<file path="src/logic/ibl_regs.vh">
// Purpose: Constants for the in-band loop-code generator and detector
// Assumes: 125 MHz system clock; registers reached over APB, one word each
// Notes: A register index times four is its byte address
`ifndef IBL_REGS_VH
`define IBL_REGS_VH

// Register indexes
`define IBL_IDX_CODE_CTRL 6'h0a
`define IBL_IDX_TX_LOW 6'h0b
`define IBL_IDX_TX_HIGH 6'h0c
`define IBL_IDX_UP_LOW 6'h0d
`define IBL_IDX_UP_HIGH 6'h0e
`define IBL_IDX_DN_LOW 6'h0f
`define IBL_IDX_DN_HIGH 6'h10
`define IBL_IDX_STATUS 6'h11
`define IBL_IDX_LOOP_CTRL 6'h12

// Field positions
`define IBL_TX_LEN_MSB 7
`define IBL_TX_LEN_LSB 6
`define IBL_UP_LEN_MSB 5
`define IBL_UP_LEN_LSB 3
`define IBL_DN_LEN_MSB 2
`define IBL_DN_LEN_LSB 0
`define IBL_ST_UP_BIT 7
`define IBL_ST_DN_BIT 6
`define IBL_ST_REMOTE_BIT 0
`define IBL_CTL_AUTO_RLB_BIT 5
`define IBL_CTL_TX_EN_BIT 3

// Transmit length codes
`define IBL_TXLEN_5 2'h0
`define IBL_TXLEN_6 2'h1
`define IBL_TXLEN_7 2'h2

// Reset value of every writable register
`define IBL_RESET_BYTE 8'h00

// Timing
`define IBL_CLK_MHZ 125
`define IBL_INTEG_MS 48
`define IBL_INTEG_CYCLES (`IBL_INTEG_MS * `IBL_CLK_MHZ * 1000)
`define IBL_HOLD_S 5
`define IBL_HOLD_CYCLES (`IBL_HOLD_S * `IBL_CLK_MHZ * 1000000)

// Error tolerance: at most this many bit errors in each 128-bit window
`define IBL_ERR_MAX 4'h8

`endif

</file>
<file path="src/logic/ibl_loop_code.v">
// Purpose: In-band loop-code generator and dual loop-up/loop-down detector
// Assumes: Line bit strobes are synchronous one-cycle pulses on clock_i
// Notes: Registers over APB with one wait state; data in the low byte
// Contract
// - Generate repeating patterns of 5 to 7 or 16 bits; detect patterns of 1 to 7 or 16 bits.
// - Transmit length code: 00 five, 01 six, 10 seven, 11 sixteen bits.
// - Pattern is sent continuously while transmit enable is set, stops when cleared.
// - Low-byte bit 7 is sent first, then lower bits in descending order.
// - Low-byte bits beyond the selected transmit length are ignored.
// - High transmit byte supplies pattern bits 15 to 8 for 16-bit codes.
// - Two independent detectors run together: loop-up and loop-down.
// - Receive length codes 000-110 give 1-7 bits, 111 gives 16 bits.
// - Control byte: transmit length 7:6, up length 5:3, down length 2:0.
// - Detectors keep a match at bit-error rates up to one in a hundred.
// - After 48 ms of matching code set status bit 7 or bit 6.
// - Up detector takes bit 7 first and ignores bits beyond its length.
// - Down detector takes bit 7 first and ignores bits beyond its length.
// - High up byte supplies pattern bits 15 to 8 for 16-bit length.
// - High down byte supplies pattern bits 15 to 8 for 16-bit length.
// - Auto loopback: enter after 5 s loop-up, leave after 5 s loop-down.
//
// Design decision made here: the APB slave port.
`include "ibl_regs.vh"
`timescale 1ns/1ps
`default_nettype none

module ibl_loop_code
#(
   parameter INTEG_CYCLES = `IBL_INTEG_CYCLES,
   parameter HOLD_CYCLES = `IBL_HOLD_CYCLES
)
(
   // Clock and reset
   input wire clock_i,
   input wire rst_i,
   // APB slave
   input wire psel_i,
   input wire penable_i,
   input wire pwrite_i,
   input wire [7:0] paddr_i,
   input wire [31:0] pwdata_i,
   output reg [31:0] prdata_o,
   output reg pready_o,
   output reg pslverr_o,
   // Transmit bit stream
   input wire tx_bit_req_i,
   input wire tx_data_i,
   output reg tx_bit_o,
   output reg tx_bit_valid_o,
   // Receive bit stream
   input wire rx_bit_valid_i,
   input wire rx_bit_i,
   // Status
   output wire loop_up_detected_o,
   output wire loop_down_detected_o,
   output reg remote_loop_o
);

   localparam [31:0] INTEG_LAST = INTEG_CYCLES - 1;
   localparam [31:0] HOLD_LAST = HOLD_CYCLES - 1;

   // Pattern bit for phase: C7..C0 first, then C15..C8
   function pat_bit;
      input [15:0] pat;
      input [3:0] ph;
      begin
         pat_bit = pat[{ph[3], ~ph[2:0]}];
      end
   endfunction

   function [4:0] rx_len;
      input [2:0] code;
      begin
         if (code == 3'h7)
            rx_len = 5'h10;
         else
            rx_len = {2'h0, code} + 5'h01;
      end
   endfunction

   function [4:0] tx_len;
      input [1:0] code;
      begin
         case (code)
            `IBL_TXLEN_5: tx_len = 5'h05;
            `IBL_TXLEN_6: tx_len = 5'h06;
            `IBL_TXLEN_7: tx_len = 5'h07;
            default: tx_len = 5'h10;
         endcase
      end
   endfunction

   // Newest bit in hist[0]; the oldest of len bits must equal C7
   function win_match;
      input [15:0] hist;
      input [15:0] pat;
      input [4:0] len;
      integer k;
      reg [4:0] idx;
      begin
         win_match = 1'b1;
         for (k = 0; k < 16; k = k + 1)
         begin
            idx = len - 5'h01 - k[4:0];
            if ((k[4:0] < len) && (hist[idx[3:0]] != pat_bit(pat, k[3:0])))
               win_match = 1'b0;
         end
      end
   endfunction

   // Registers
   reg [7:0] code_control_reg;
   reg [7:0] tx_pattern_low;
   reg [7:0] tx_pattern_high;
   reg [7:0] up_pattern_low;
   reg [7:0] up_pattern_high;
   reg [7:0] down_pattern_low;
   reg [7:0] down_pattern_high;
   reg [7:0] loop_ctrl;
   reg [7:0] rd_byte;
   reg mapped;

   wire [5:0] idx = paddr_i[7:2];
   wire access = psel_i & penable_i;
   wire do_write = access & pready_o & pwrite_i & mapped;
   wire [1:0] det_flag;
   wire tx_en = loop_ctrl[`IBL_CTL_TX_EN_BIT];
   wire auto_rlb = loop_ctrl[`IBL_CTL_AUTO_RLB_BIT];
   wire [7:0] status_reg;

   assign status_reg = {det_flag[0], det_flag[1], 5'h00, remote_loop_o};
   assign loop_up_detected_o = det_flag[0];
   assign loop_down_detected_o = det_flag[1];

   always @*
   begin
      mapped = (paddr_i[1:0] == 2'h0);
      case (idx)
         `IBL_IDX_CODE_CTRL: rd_byte = code_control_reg;
         `IBL_IDX_TX_LOW: rd_byte = tx_pattern_low;
         `IBL_IDX_TX_HIGH: rd_byte = tx_pattern_high;
         `IBL_IDX_UP_LOW: rd_byte = up_pattern_low;
         `IBL_IDX_UP_HIGH: rd_byte = up_pattern_high;
         `IBL_IDX_DN_LOW: rd_byte = down_pattern_low;
         `IBL_IDX_DN_HIGH: rd_byte = down_pattern_high;
         `IBL_IDX_STATUS: rd_byte = status_reg;
         `IBL_IDX_LOOP_CTRL: rd_byte = loop_ctrl;
         default:
         begin
            rd_byte = 8'h00;
            mapped = 1'b0;
         end
      endcase
   end

   // One wait state: answer is registered on the first access edge
   always @(posedge clock_i or posedge rst_i)
   begin
      if (rst_i)
      begin
         prdata_o <= 32'h00000000;
         pready_o <= 1'b0;
         pslverr_o <= 1'b0;
      end
      else if (access && !pready_o)
      begin
         prdata_o <= {24'h000000, rd_byte};
         pready_o <= 1'b1;
         pslverr_o <= ~mapped;
      end
      else
      begin
         pready_o <= 1'b0;
         pslverr_o <= 1'b0;
      end
   end

   // Status register is read-only; writes to it are dropped
   always @(posedge clock_i or posedge rst_i)
   begin
      if (rst_i)
      begin
         code_control_reg <= `IBL_RESET_BYTE;
         tx_pattern_low <= `IBL_RESET_BYTE;
         tx_pattern_high <= `IBL_RESET_BYTE;
         up_pattern_low <= `IBL_RESET_BYTE;
         up_pattern_high <= `IBL_RESET_BYTE;
         down_pattern_low <= `IBL_RESET_BYTE;
         down_pattern_high <= `IBL_RESET_BYTE;
         loop_ctrl <= `IBL_RESET_BYTE;
      end
      else if (do_write)
      begin
         case (idx)
            `IBL_IDX_CODE_CTRL: code_control_reg <= pwdata_i[7:0];
            `IBL_IDX_TX_LOW: tx_pattern_low <= pwdata_i[7:0];
            `IBL_IDX_TX_HIGH: tx_pattern_high <= pwdata_i[7:0];
            `IBL_IDX_UP_LOW: up_pattern_low <= pwdata_i[7:0];
            `IBL_IDX_UP_HIGH: up_pattern_high <= pwdata_i[7:0];
            `IBL_IDX_DN_LOW: down_pattern_low <= pwdata_i[7:0];
            `IBL_IDX_DN_HIGH: down_pattern_high <= pwdata_i[7:0];
            `IBL_IDX_LOOP_CTRL: loop_ctrl <= pwdata_i[7:0];
            default: loop_ctrl <= loop_ctrl;
         endcase
      end
   end

   // Transmitter
   reg [3:0] tx_phase;
   wire [15:0] tx_pat = {tx_pattern_high, tx_pattern_low};
   wire [4:0] tx_l = tx_len(code_control_reg[`IBL_TX_LEN_MSB:`IBL_TX_LEN_LSB]);

   always @(posedge clock_i or posedge rst_i)
   begin
      if (rst_i)
      begin
         tx_phase <= 4'h0;
         tx_bit_o <= 1'b0;
         tx_bit_valid_o <= 1'b0;
      end
      else
      begin
         tx_bit_valid_o <= tx_bit_req_i;
         if (!tx_en)
            tx_phase <= 4'h0;
         if (tx_bit_req_i)
         begin
            if (tx_en)
            begin
               tx_bit_o <= pat_bit(tx_pat, tx_phase);
               // A shortened length mid-code wraps at once
               if ({1'b0, tx_phase} >= tx_l - 5'h01)
                  tx_phase <= 4'h0;
               else
                  tx_phase <= tx_phase + 4'h1;
            end
            else
            begin
               tx_bit_o <= tx_data_i;
            end
         end
      end
   end

   // Detectors: 0 is loop-up, 1 is loop-down
   genvar g;
   generate
      for (g = 0; g < 2; g = g + 1)
      begin : det
         wire [15:0] pat;
         wire [2:0] len_code;
         wire [4:0] len;
         reg [15:0] hist;
         reg [18:0] cfg_q;
         reg locked;
         reg [3:0] phase;
         reg [6:0] win_cnt;
         reg [3:0] err_cnt;
         reg [31:0] integ;
         reg det_q;
         wire miss;
         wire [15:0] next_hist = {hist[14:0], rx_bit_i};

         if (g == 0)
         begin : up
            assign pat = {up_pattern_high, up_pattern_low};
            assign len_code = code_control_reg[`IBL_UP_LEN_MSB:`IBL_UP_LEN_LSB];
         end
         else
         begin : dn
            assign pat = {down_pattern_high, down_pattern_low};
            assign len_code = code_control_reg[`IBL_DN_LEN_MSB:`IBL_DN_LEN_LSB];
         end

         assign len = rx_len(len_code);
         assign miss = (rx_bit_i != pat_bit(pat, phase));
         assign det_flag[g] = det_q;

         always @(posedge clock_i or posedge rst_i)
         begin
            if (rst_i)
            begin
               hist <= 16'h0000;
               cfg_q <= 19'h00000;
               locked <= 1'b0;
               phase <= 4'h0;
               win_cnt <= 7'h00;
               err_cnt <= 4'h0;
               integ <= 32'h00000000;
               det_q <= 1'b0;
            end
            else
            begin
               cfg_q <= {pat, len_code};
               if (rx_bit_valid_i)
                  hist <= next_hist;
               // A new code or length restarts the search
               if (cfg_q != {pat, len_code})
               begin
                  locked <= 1'b0;
                  integ <= 32'h00000000;
                  det_q <= 1'b0;
               end
               else if (!locked)
               begin
                  integ <= 32'h00000000;
                  det_q <= 1'b0;
                  if (rx_bit_valid_i && win_match(next_hist, pat, len))
                  begin
                     locked <= 1'b1;
                     phase <= 4'h0;
                     win_cnt <= 7'h00;
                     err_cnt <= 4'h0;
                  end
               end
               else
               begin
                  if (integ == INTEG_LAST)
                     det_q <= 1'b1;
                  else
                     integ <= integ + 32'h00000001;
                  if (rx_bit_valid_i)
                  begin
                     if ({1'b0, phase} == len - 5'h01)
                        phase <= 4'h0;
                     else
                        phase <= phase + 4'h1;
                     win_cnt <= win_cnt + 7'h01;
                     // Tolerate sparse errors; a burst drops the lock
                     if (miss && (err_cnt == `IBL_ERR_MAX))
                        locked <= 1'b0;
                     else if (win_cnt == 7'h7f)
                        err_cnt <= {3'h0, miss};
                     else if (miss)
                        err_cnt <= err_cnt + 4'h1;
                  end
               end
            end
         end
      end
   endgenerate

   // Automatic remote loopback, timed from the detection flags
   reg [31:0] hold_cnt;
   wire hold_src = remote_loop_o ? det_flag[1] : det_flag[0];

   always @(posedge clock_i or posedge rst_i)
   begin
      if (rst_i)
      begin
         hold_cnt <= 32'h00000000;
         remote_loop_o <= 1'b0;
      end
      else if (!auto_rlb)
      begin
         hold_cnt <= 32'h00000000;
         remote_loop_o <= 1'b0;
      end
      else if (!hold_src)
      begin
         hold_cnt <= 32'h00000000;
      end
      else if (hold_cnt == HOLD_LAST)
      begin
         hold_cnt <= 32'h00000000;
         remote_loop_o <= ~remote_loop_o;
      end
      else
      begin
         hold_cnt <= hold_cnt + 32'h00000001;
      end
   end

endmodule // ibl_loop_code

`default_nettype wire

</file>
<file path="config.mk">
export PLATFORM = sky130hd
export DESIGN_NAME = ibl_loop_code
export DESIGN_NICKNAME = d
export VERILOG_FILES = /design/src/logic/ibl_loop_code.v
export VERILOG_INCLUDE_DIRS = /design/src /design/src/logic
export SDC_FILE = /design/constraint.sdc
export NUM_CORES = 1
export LEC_CHECK = 0
export BUFFER_PORTS_ARGS = -buffer_cell sky130_fd_sc_hd__buf_2
export CAP_MARGIN = 20
export CORE_AREA = 2 2 192 194
export DETAILED_ROUTE_END_ITERATION = 8
export DIE_AREA = 0 0 194 196
export GPL_TIMING_DRIVEN = 0
export HOLD_SLACK_MARGIN = 0.02
export SYNTH_ARGS = -nofsm -noshare
export SYNTH_HDL_FRONTEND = slang
export SYNTH_SLANG_ARGS = --single-unit
</file>
<file path="constraint.sdc">
create_clock -name clock_i -period 13.55 [get_ports clock_i]
set_clock_uncertainty 0.15 [all_clocks]
set_input_delay 1.355 -clock clock_i [delete_from_list [all_inputs] [get_ports clock_i]]
set_output_delay 1.355 -clock clock_i [all_outputs]
set_load 0.03 [all_outputs]
</file>
Yosys cells after proc, flatten, opt, wreduce, memory -nomap -nowiden:

Cells that the tools add are included.

* output and inout port bits: 39
* register bits: 279

* multiplexer cells: 171
* reductions and logical operators: 56
* add/sub/neg operators: 45
* equal/unequal tests: 70
* bitwise logic cells: 11
* $lt $le $gt $ge: 68

Operators with widths (number)
* 32-bit two-way mux: 9
* 4-bit by 5-bit < comparator with 1-bit output (second input constant): 35
* 1-bit binary-select mux with 4-bit select: 35
* 32-bit by 1-bit adder with 32-bit output (second input constant): 3
* 1-bit two-way mux: 95
* 4-bit two-way mux: 22
* 4-bit by 5-bit < comparator with 1-bit output (first input constant): 16
* 8-bit one-hot mux with 9 select lines: 1
* 32-bit by 23-bit == test with 1-bit output (second input constant): 2
* 4-bit subtractor (second input constant): 16
* 7-bit two-way mux: 6
* 3-bit by 5-bit < comparator with 1-bit output (first input constant): 8
* 19-bit inequality test: 2
* 1-bit logical AND: 37
* 6-bit by 4-bit == test with 1-bit output (second input constant): 6
* 1-bit inequality test: 34
* 32-bit by 30-bit == test with 1-bit output (second input constant): 1
* 4-bit by 3-bit subtractor with 4-bit output (second input constant): 8
* 4-bit by 1-bit adder with 4-bit output (second input constant): 5
* 1-bit by 5-bit < comparator with 1-bit output (first input constant): 4
* 2-bit by 5-bit < comparator with 1-bit output (first input constant): 4
* 6-bit by 5-bit == test with 1-bit output (second input constant): 3
* 2-bit AND reduction: 9
* 4-bit by 2-bit subtractor with 4-bit output (second input constant): 4
* 26 further kinds: 56

Logic depth before layout (Yosys ltp):

* depth after elaboration: 29
* gate-level depth with buffers: 21
* depth with buffers taken out: 18

Least setup slack after synthesis:

No wires, ideal clock.

* kind: flip-flop to flip-flop
* from: register code_control_reg[0]
* to: register det[1].err_cnt[2]
* required time: 13.272 ns
* cell stages (with the launch flop): 21
* path buffers: 4
* slack: 8.539 ns
* setup time: 0.128 ns
* data arrival time: 4.732 ns
* clock period less this slack: 5.011 ns
* cell sequence: dfrtp_1 > ha_1 > ha_1 > buf_2 > clkbuf_1 > nand2b_1 > ha_1 > xnor2_1 > ha_1 > o21ai_0 > a32o_1 > o22ai_1 > mux2i_1 > mux2i_1 > a31oi_1 > nor4b_1 > a32oi_1 > buf_2 > buf_2 > o21ai_0 > o31ai_1

* cells in the longest elaborated chain, start to end: 28

RTL lines
* start, declared: RTL line ibl_loop_code.v:112 `reg [7:0] code_control_reg;`
* start signal, assigned: RTL line ibl_loop_code.v:183 `` code_control_reg <= `IBL_RESET_BYTE; ``
* start signal, assigned: RTL line ibl_loop_code.v:195 `` `IBL_IDX_CODE_CTRL: code_control_reg <= pwdata_i[7:0]; ``
* 3-bit by 1-bit adder with 4-bit output / 3-bit == test (equally long branches): RTL line ibl_loop_code.v:77, ibl_loop_code.v:74
* 5-bit two-way mux: RTL line ibl_loop_code.v:74 `if (code == 3'h7)`
* 5-bit by 1-bit subtractor with 5-bit output
* 4-bit by 1-bit subtractor with 4-bit output / 1-bit binary-select mux with 4-bit select (equally long branches): RTL line ibl_loop_code.v:104, ibl_loop_code.v:105
* 1-bit binary-select mux with 4-bit select / 1-bit two-way mux (equally long branches): RTL line ibl_loop_code.v:105 `if ((k[4:0] < len) && (hist[idx[3:0]] != pat_bit(pat, k[3:0])))`
* 1-bit two-way mux (implied by the code) / 1-bit inequality test (equally long branches): RTL line ibl_loop_code.v:105
* 1-bit inequality test / 1-bit logical AND (equally long branches): RTL line ibl_loop_code.v:105
* 1-bit logical AND / 1-bit two-way mux (equally long branches): RTL line ibl_loop_code.v:105
* 1-bit two-way mux (15 in series): RTL line ibl_loop_code.v:105
* 1-bit two-way mux: RTL line ibl_loop_code.v:304 `else if (!locked)`
* 1-bit two-way mux: RTL line ibl_loop_code.v:298 `if (cfg_q != {pat, len_code})`
* 1-bit logical AND: RTL line ibl_loop_code.v:308 `if (rx_bit_valid_i && win_match(next_hist, pat, len))`
* 2-bit nonzero test (no line)
* 5-bit AND reduction (no line) *
* end signal, assigned: RTL line ibl_loop_code.v:333 `err_cnt <= {3'h0, miss};`
* end signal, assigned: RTL line ibl_loop_code.v:335 `err_cnt <= err_cnt + 4'h1;`
* end, declared: RTL line ibl_loop_code.v:258 `reg [3:0] err_cnt;`

Mark *: on every way between the ends. The rest lies on a longest branch, timed or not. The select of a mux whose other input is x is not followed.
A chain may end at the register's enable or synchronous reset.

Final worst setup path:

Ends and elaborated chain as after synthesis.

==> run_results.csv <==
group,metric,value,unit
pwr,p_seq_frac,0.404,
global_routing,grt.total_usage,0.227,
cts,ctsResizeCount,0,
critical_path,endpoint_kind,"flip-flop",
finish,syn_to_final_growth,11.4,%
cts,post-cts-setup-buffer-count,0,
global_routing,antenna_found_initial,2,
synthesis,ys_seq_elements,264,
synthesis,ys_seq_area_frac,0.397,
routing,firstDrtPassIters,7,
cts,clock_sinks,264,
critical_path,startpoint_type,"flip-flop",
pwr,comb_power_share,0.247,
floorplanning,die_h,196,um
cts,cts_root_buf,"clkbuf_16",
pwr,cellInternalPower,1.53,mW
timing,setup_viol,0,
pwr,netSwitchingPower,0.704,mW
finish,layout_commonest_cell,"dfrtp_1",
floorplanning,start_util,0.461,
global_routing,first_global_vias,12600,
min_path,hold_class,"reg -> reg",
global_routing,grt_overflow,0,
finish,num-fill-cells,3331,
synthesis,synth.avg_cell_area,10.3,sq um
timing,slew-limit-headroom,0.233,
cts,numCtsBuffers,30,
run,drv_cap,0,
cts,cts.clk_slew.worst_paths,0.07,ns
placed_design,io_buffer_count,38,
synthesis,synthArstFlopShare,1.00,
global_routing,grt_start_max_net_pins,102,
pwr,power_density,120,mW/mm^2
cts,htreeDepth,1,
global_routing,grt_pass1_wl,70100,um
synthesis,synth_xor_area_frac,0.0877,
global_routing,use_met2,0.367,
outcome,outcome,"complete, no violations",
routing,final_antenna_net_count,0,
timing,maxSlewViolCount,0,
timing,rsz0062_at_grt,"no",
pwr,pwr-share-clk,0.349,
pwr,finalPower,2.23,mW
routing,vias,13000,
floorplanning,die-area,0.0380,sq mm
critical_path,crit_chain,"ha_1 > ha_1 > buf_2 > clkbuf_1 > nand2b_1 > ha_1 > buf_2 > inv_2 > xnor2_1 > mux4_2 > mux2i_1 > xnor2_1 > a31oi_1 > nor4b_1 > a32oi_1 > buf_2 > buf_2 > o21ai_0 > o31ai_1",
finish,regMostFlops,"det.integ",
routing,viasPerCell,5.89,
critical_path,path_max_fanout,10,
routing,postRouteWirelength,43100,um
critical_path,crit_family,"buffers and inverters",
timing,tightest_slew,1.14,ns
critical_path,cp_slowest_cell,"xnor2_1",
synthesis,synthMuxAreaShare,0.173,
finish,largest_reg_flops,64,
floorplanning,rows,70,
critical_path,cp.arrival,6.55,ns
synthesis,synth_cell_types,81,
pwr,p_sw_frac,0.316,
finish,finalNetCount,1804,
synthesis,synthSimpleGateAreaFrac,0.173,
global_routing,busiest_layer,"met2",
routing,avgRoutedWirePerCell,19.5,um
global_routing,grt.met3_usage,0.0297,
synthesis,ys.flop_type,"dfrtp_1",
synthesis,yosys_warnings,0,
cts,ctsHoldBuffers,0,
cts,clock_path_buffers,3,
critical_path,path_class,"reg -> reg",
synthesis,synth_top_family_by_area,"multiplexers",
pwr,vdd_drop_max,95.0,uV
timing,setup_tns,0,ns
cts,tritoncts,"done",
floorplanning,io_pins,88,
floorplanning,core-area,0.0361,sq mm
synthesis,syn_area,0.0166,sq mm
pwr,leakage,8.23,nW
critical_path,worst-path-buf-inv,6,
finish,num_antenna_cells,0,
synthesis,synth-compound-area-share,0.100,
timing,fin_crit_sh,0.462,
placed_design,gp_congestion,0.903,
critical_path,cpMostUsedCell,"buf_2",
synthesis,synth_edf_count,0,
cts,clock_latency,0.59,ns
finish,biggestRegsByFlops,"det.integ: 64 flops, det.cfg_q: 38 flops, hold_cnt: 32 flops",
synthesis,yosys.area_share.adder,0.0278,
critical_path,max_stage_delay,0.75,ns
timing,fmax,160,MHz
critical_path,cp.required,13.84,ns
global_routing,grt_use_met1,0.321,
timing,finalCriticalPeriod,6.26,ns
routing,drt_iter0_drc,1007,
timing,hold_viol_final,0,
placed_design,hpwl,31100,um
finish,drive_above_1_share,0.166,
finish,final_cell_mix,"dfrtp_1, nor2_1, xor2_1",
routing,drc,0,
floorplanning,die_w,194,um
synthesis,syn_inst,1618,
[worst register-to-register path, cell delays in order (launching register included)]
cell and delay, ns:
dfrtp_1 0.45, ha_1 0.23, ha_1 0.16, buf_2 0.17, clkbuf_1 0.26, nand2b_1 0.30
ha_1 0.38, buf_2 0.21, inv_2 0.15, xnor2_1 0.76, mux4_2 0.65, mux2i_1 0.18
xnor2_1 0.13, a31oi_1 0.10, nor4b_1 0.69, a32oi_1 0.40, buf_2 0.30, buf_2 0.21
o21ai_0 0.18, o31ai_1 0.09
[worst paths after layout]
path                                            startpoint                             to  slack (ns)  cells after the start
max reg2reg                code_control_reg[0]$_DFFE_PP0P_  det[1].err_cnt[2]$_DFFE_PP0P_        7.29                     19
min                        down_pattern_low[1]$_DFFE_PP0P_      det[1].cfg_q[4]$_DFF_PP0_        0.22                      0
min in group asynchronous                            rst_i        prdata_o[6]$_DFFE_PP0P_        0.65                      2
max in group asynchronous                            rst_i   det[1].integ[27]$_DFFE_PP0P_       11.69                      3
min reg2reg                down_pattern_low[1]$_DFFE_PP0P_      det[1].cfg_q[4]$_DFF_PP0_        0.22                      0
max                        code_control_reg[0]$_DFFE_PP0P_  det[1].err_cnt[2]$_DFFE_PP0P_        7.29                     19
[power by group through the flow]
stage          combinational, mW  sequential (mW)  clock, mW
6_report                   0.551            0.901      0.778
2_1_floorplan              0.410            0.900          0
3_3_place_gp               0.529            0.913          0
4_1_cts                    0.548            0.901      0.798
5_1_grt                    0.606            0.910      0.830
3_5_place_dp               0.545            0.914          0
[per-stage QoR]
step                      utilization  hold slack [ns]  std cells  worst slack [ns]  cell area, sq um
final                           0.513            0.221       2205              7.29             18500
after global routing            0.513            0.226       2205              6.94             18500
after CTS                       0.513            0.222       2202              7.20             18500
after detailed placement        0.487            0.207       2151              7.21             17600
after global placement          0.485            0.203       2147              1.69             17500
after floorplan                     -            0.202       1641              4.78             16700
[synthesized netlist by cell type (all sizes together), types with 5 or more instances]
library cell,number,area share
a211oi,5,0.0026
a21o,14,0.0063
a21oi,35,0.011
a221oi,9,0.0047
a222oi,8,0.0048
a22oi,11,0.0050
a31oi,17,0.0064
and2,18,0.0068
and3,39,0.015
and4,12,0.0063
buf,46,0.018
clkbuf,65,0.015
dfrtp,264,0.40
ha,37,0.028
inv,36,0.0081
mux2,85,0.058
mux2i,64,0.039
mux4,57,0.077
nand2,101,0.023
nand2b,20,0.0075
nand3,71,0.022
nand4,31,0.012
nor2,153,0.035
nor2b,11,0.0041
nor3,23,0.0069
nor3b,8,0.0036
nor4,22,0.0092
nor4b,7,0.0037
o2111ai,7,0.0037
o211ai,16,0.0072
o21a,9,0.0041
o21ai,56,0.017
o22ai,5,0.0019
or3,18,0.0068
or4,5,0.0023
xnor2,49,0.026
xor2,114,0.060
[layout make-up]
type | count | area, sq um | share of cell area
plain buffers | 111 | 541 | 0.0292
inverters | 36 | 143 | 0.00770
clock inverters | 9 | 87.6 | 0.00473
well taps | 468 | 586 | 0.0316
clock buffers | 42 | 846 | 0.0457
repair buffers | 45 | 275 | 0.0149
multi-input cells | 1230 | 9430 | 0.509
flip-flops and latches | 264 | 6610 | 0.357
[cell families after synthesis]
group / after synthesis
buf+inv: 147
other cells: 1
simple gates: 559
mux: 206
flops: 264
xor+xnor: 164
fa+ha+maj: 37
compound gates: 240
[per-layer routing]
layer,vias up,share of wire
met3,88,0.057
met4,2,0.027
met5,-,0.00032
met2,374,0.46
li1,6082,-
met1,6443,0.45
No activity file was read; power rests on OpenSTA's default activity.
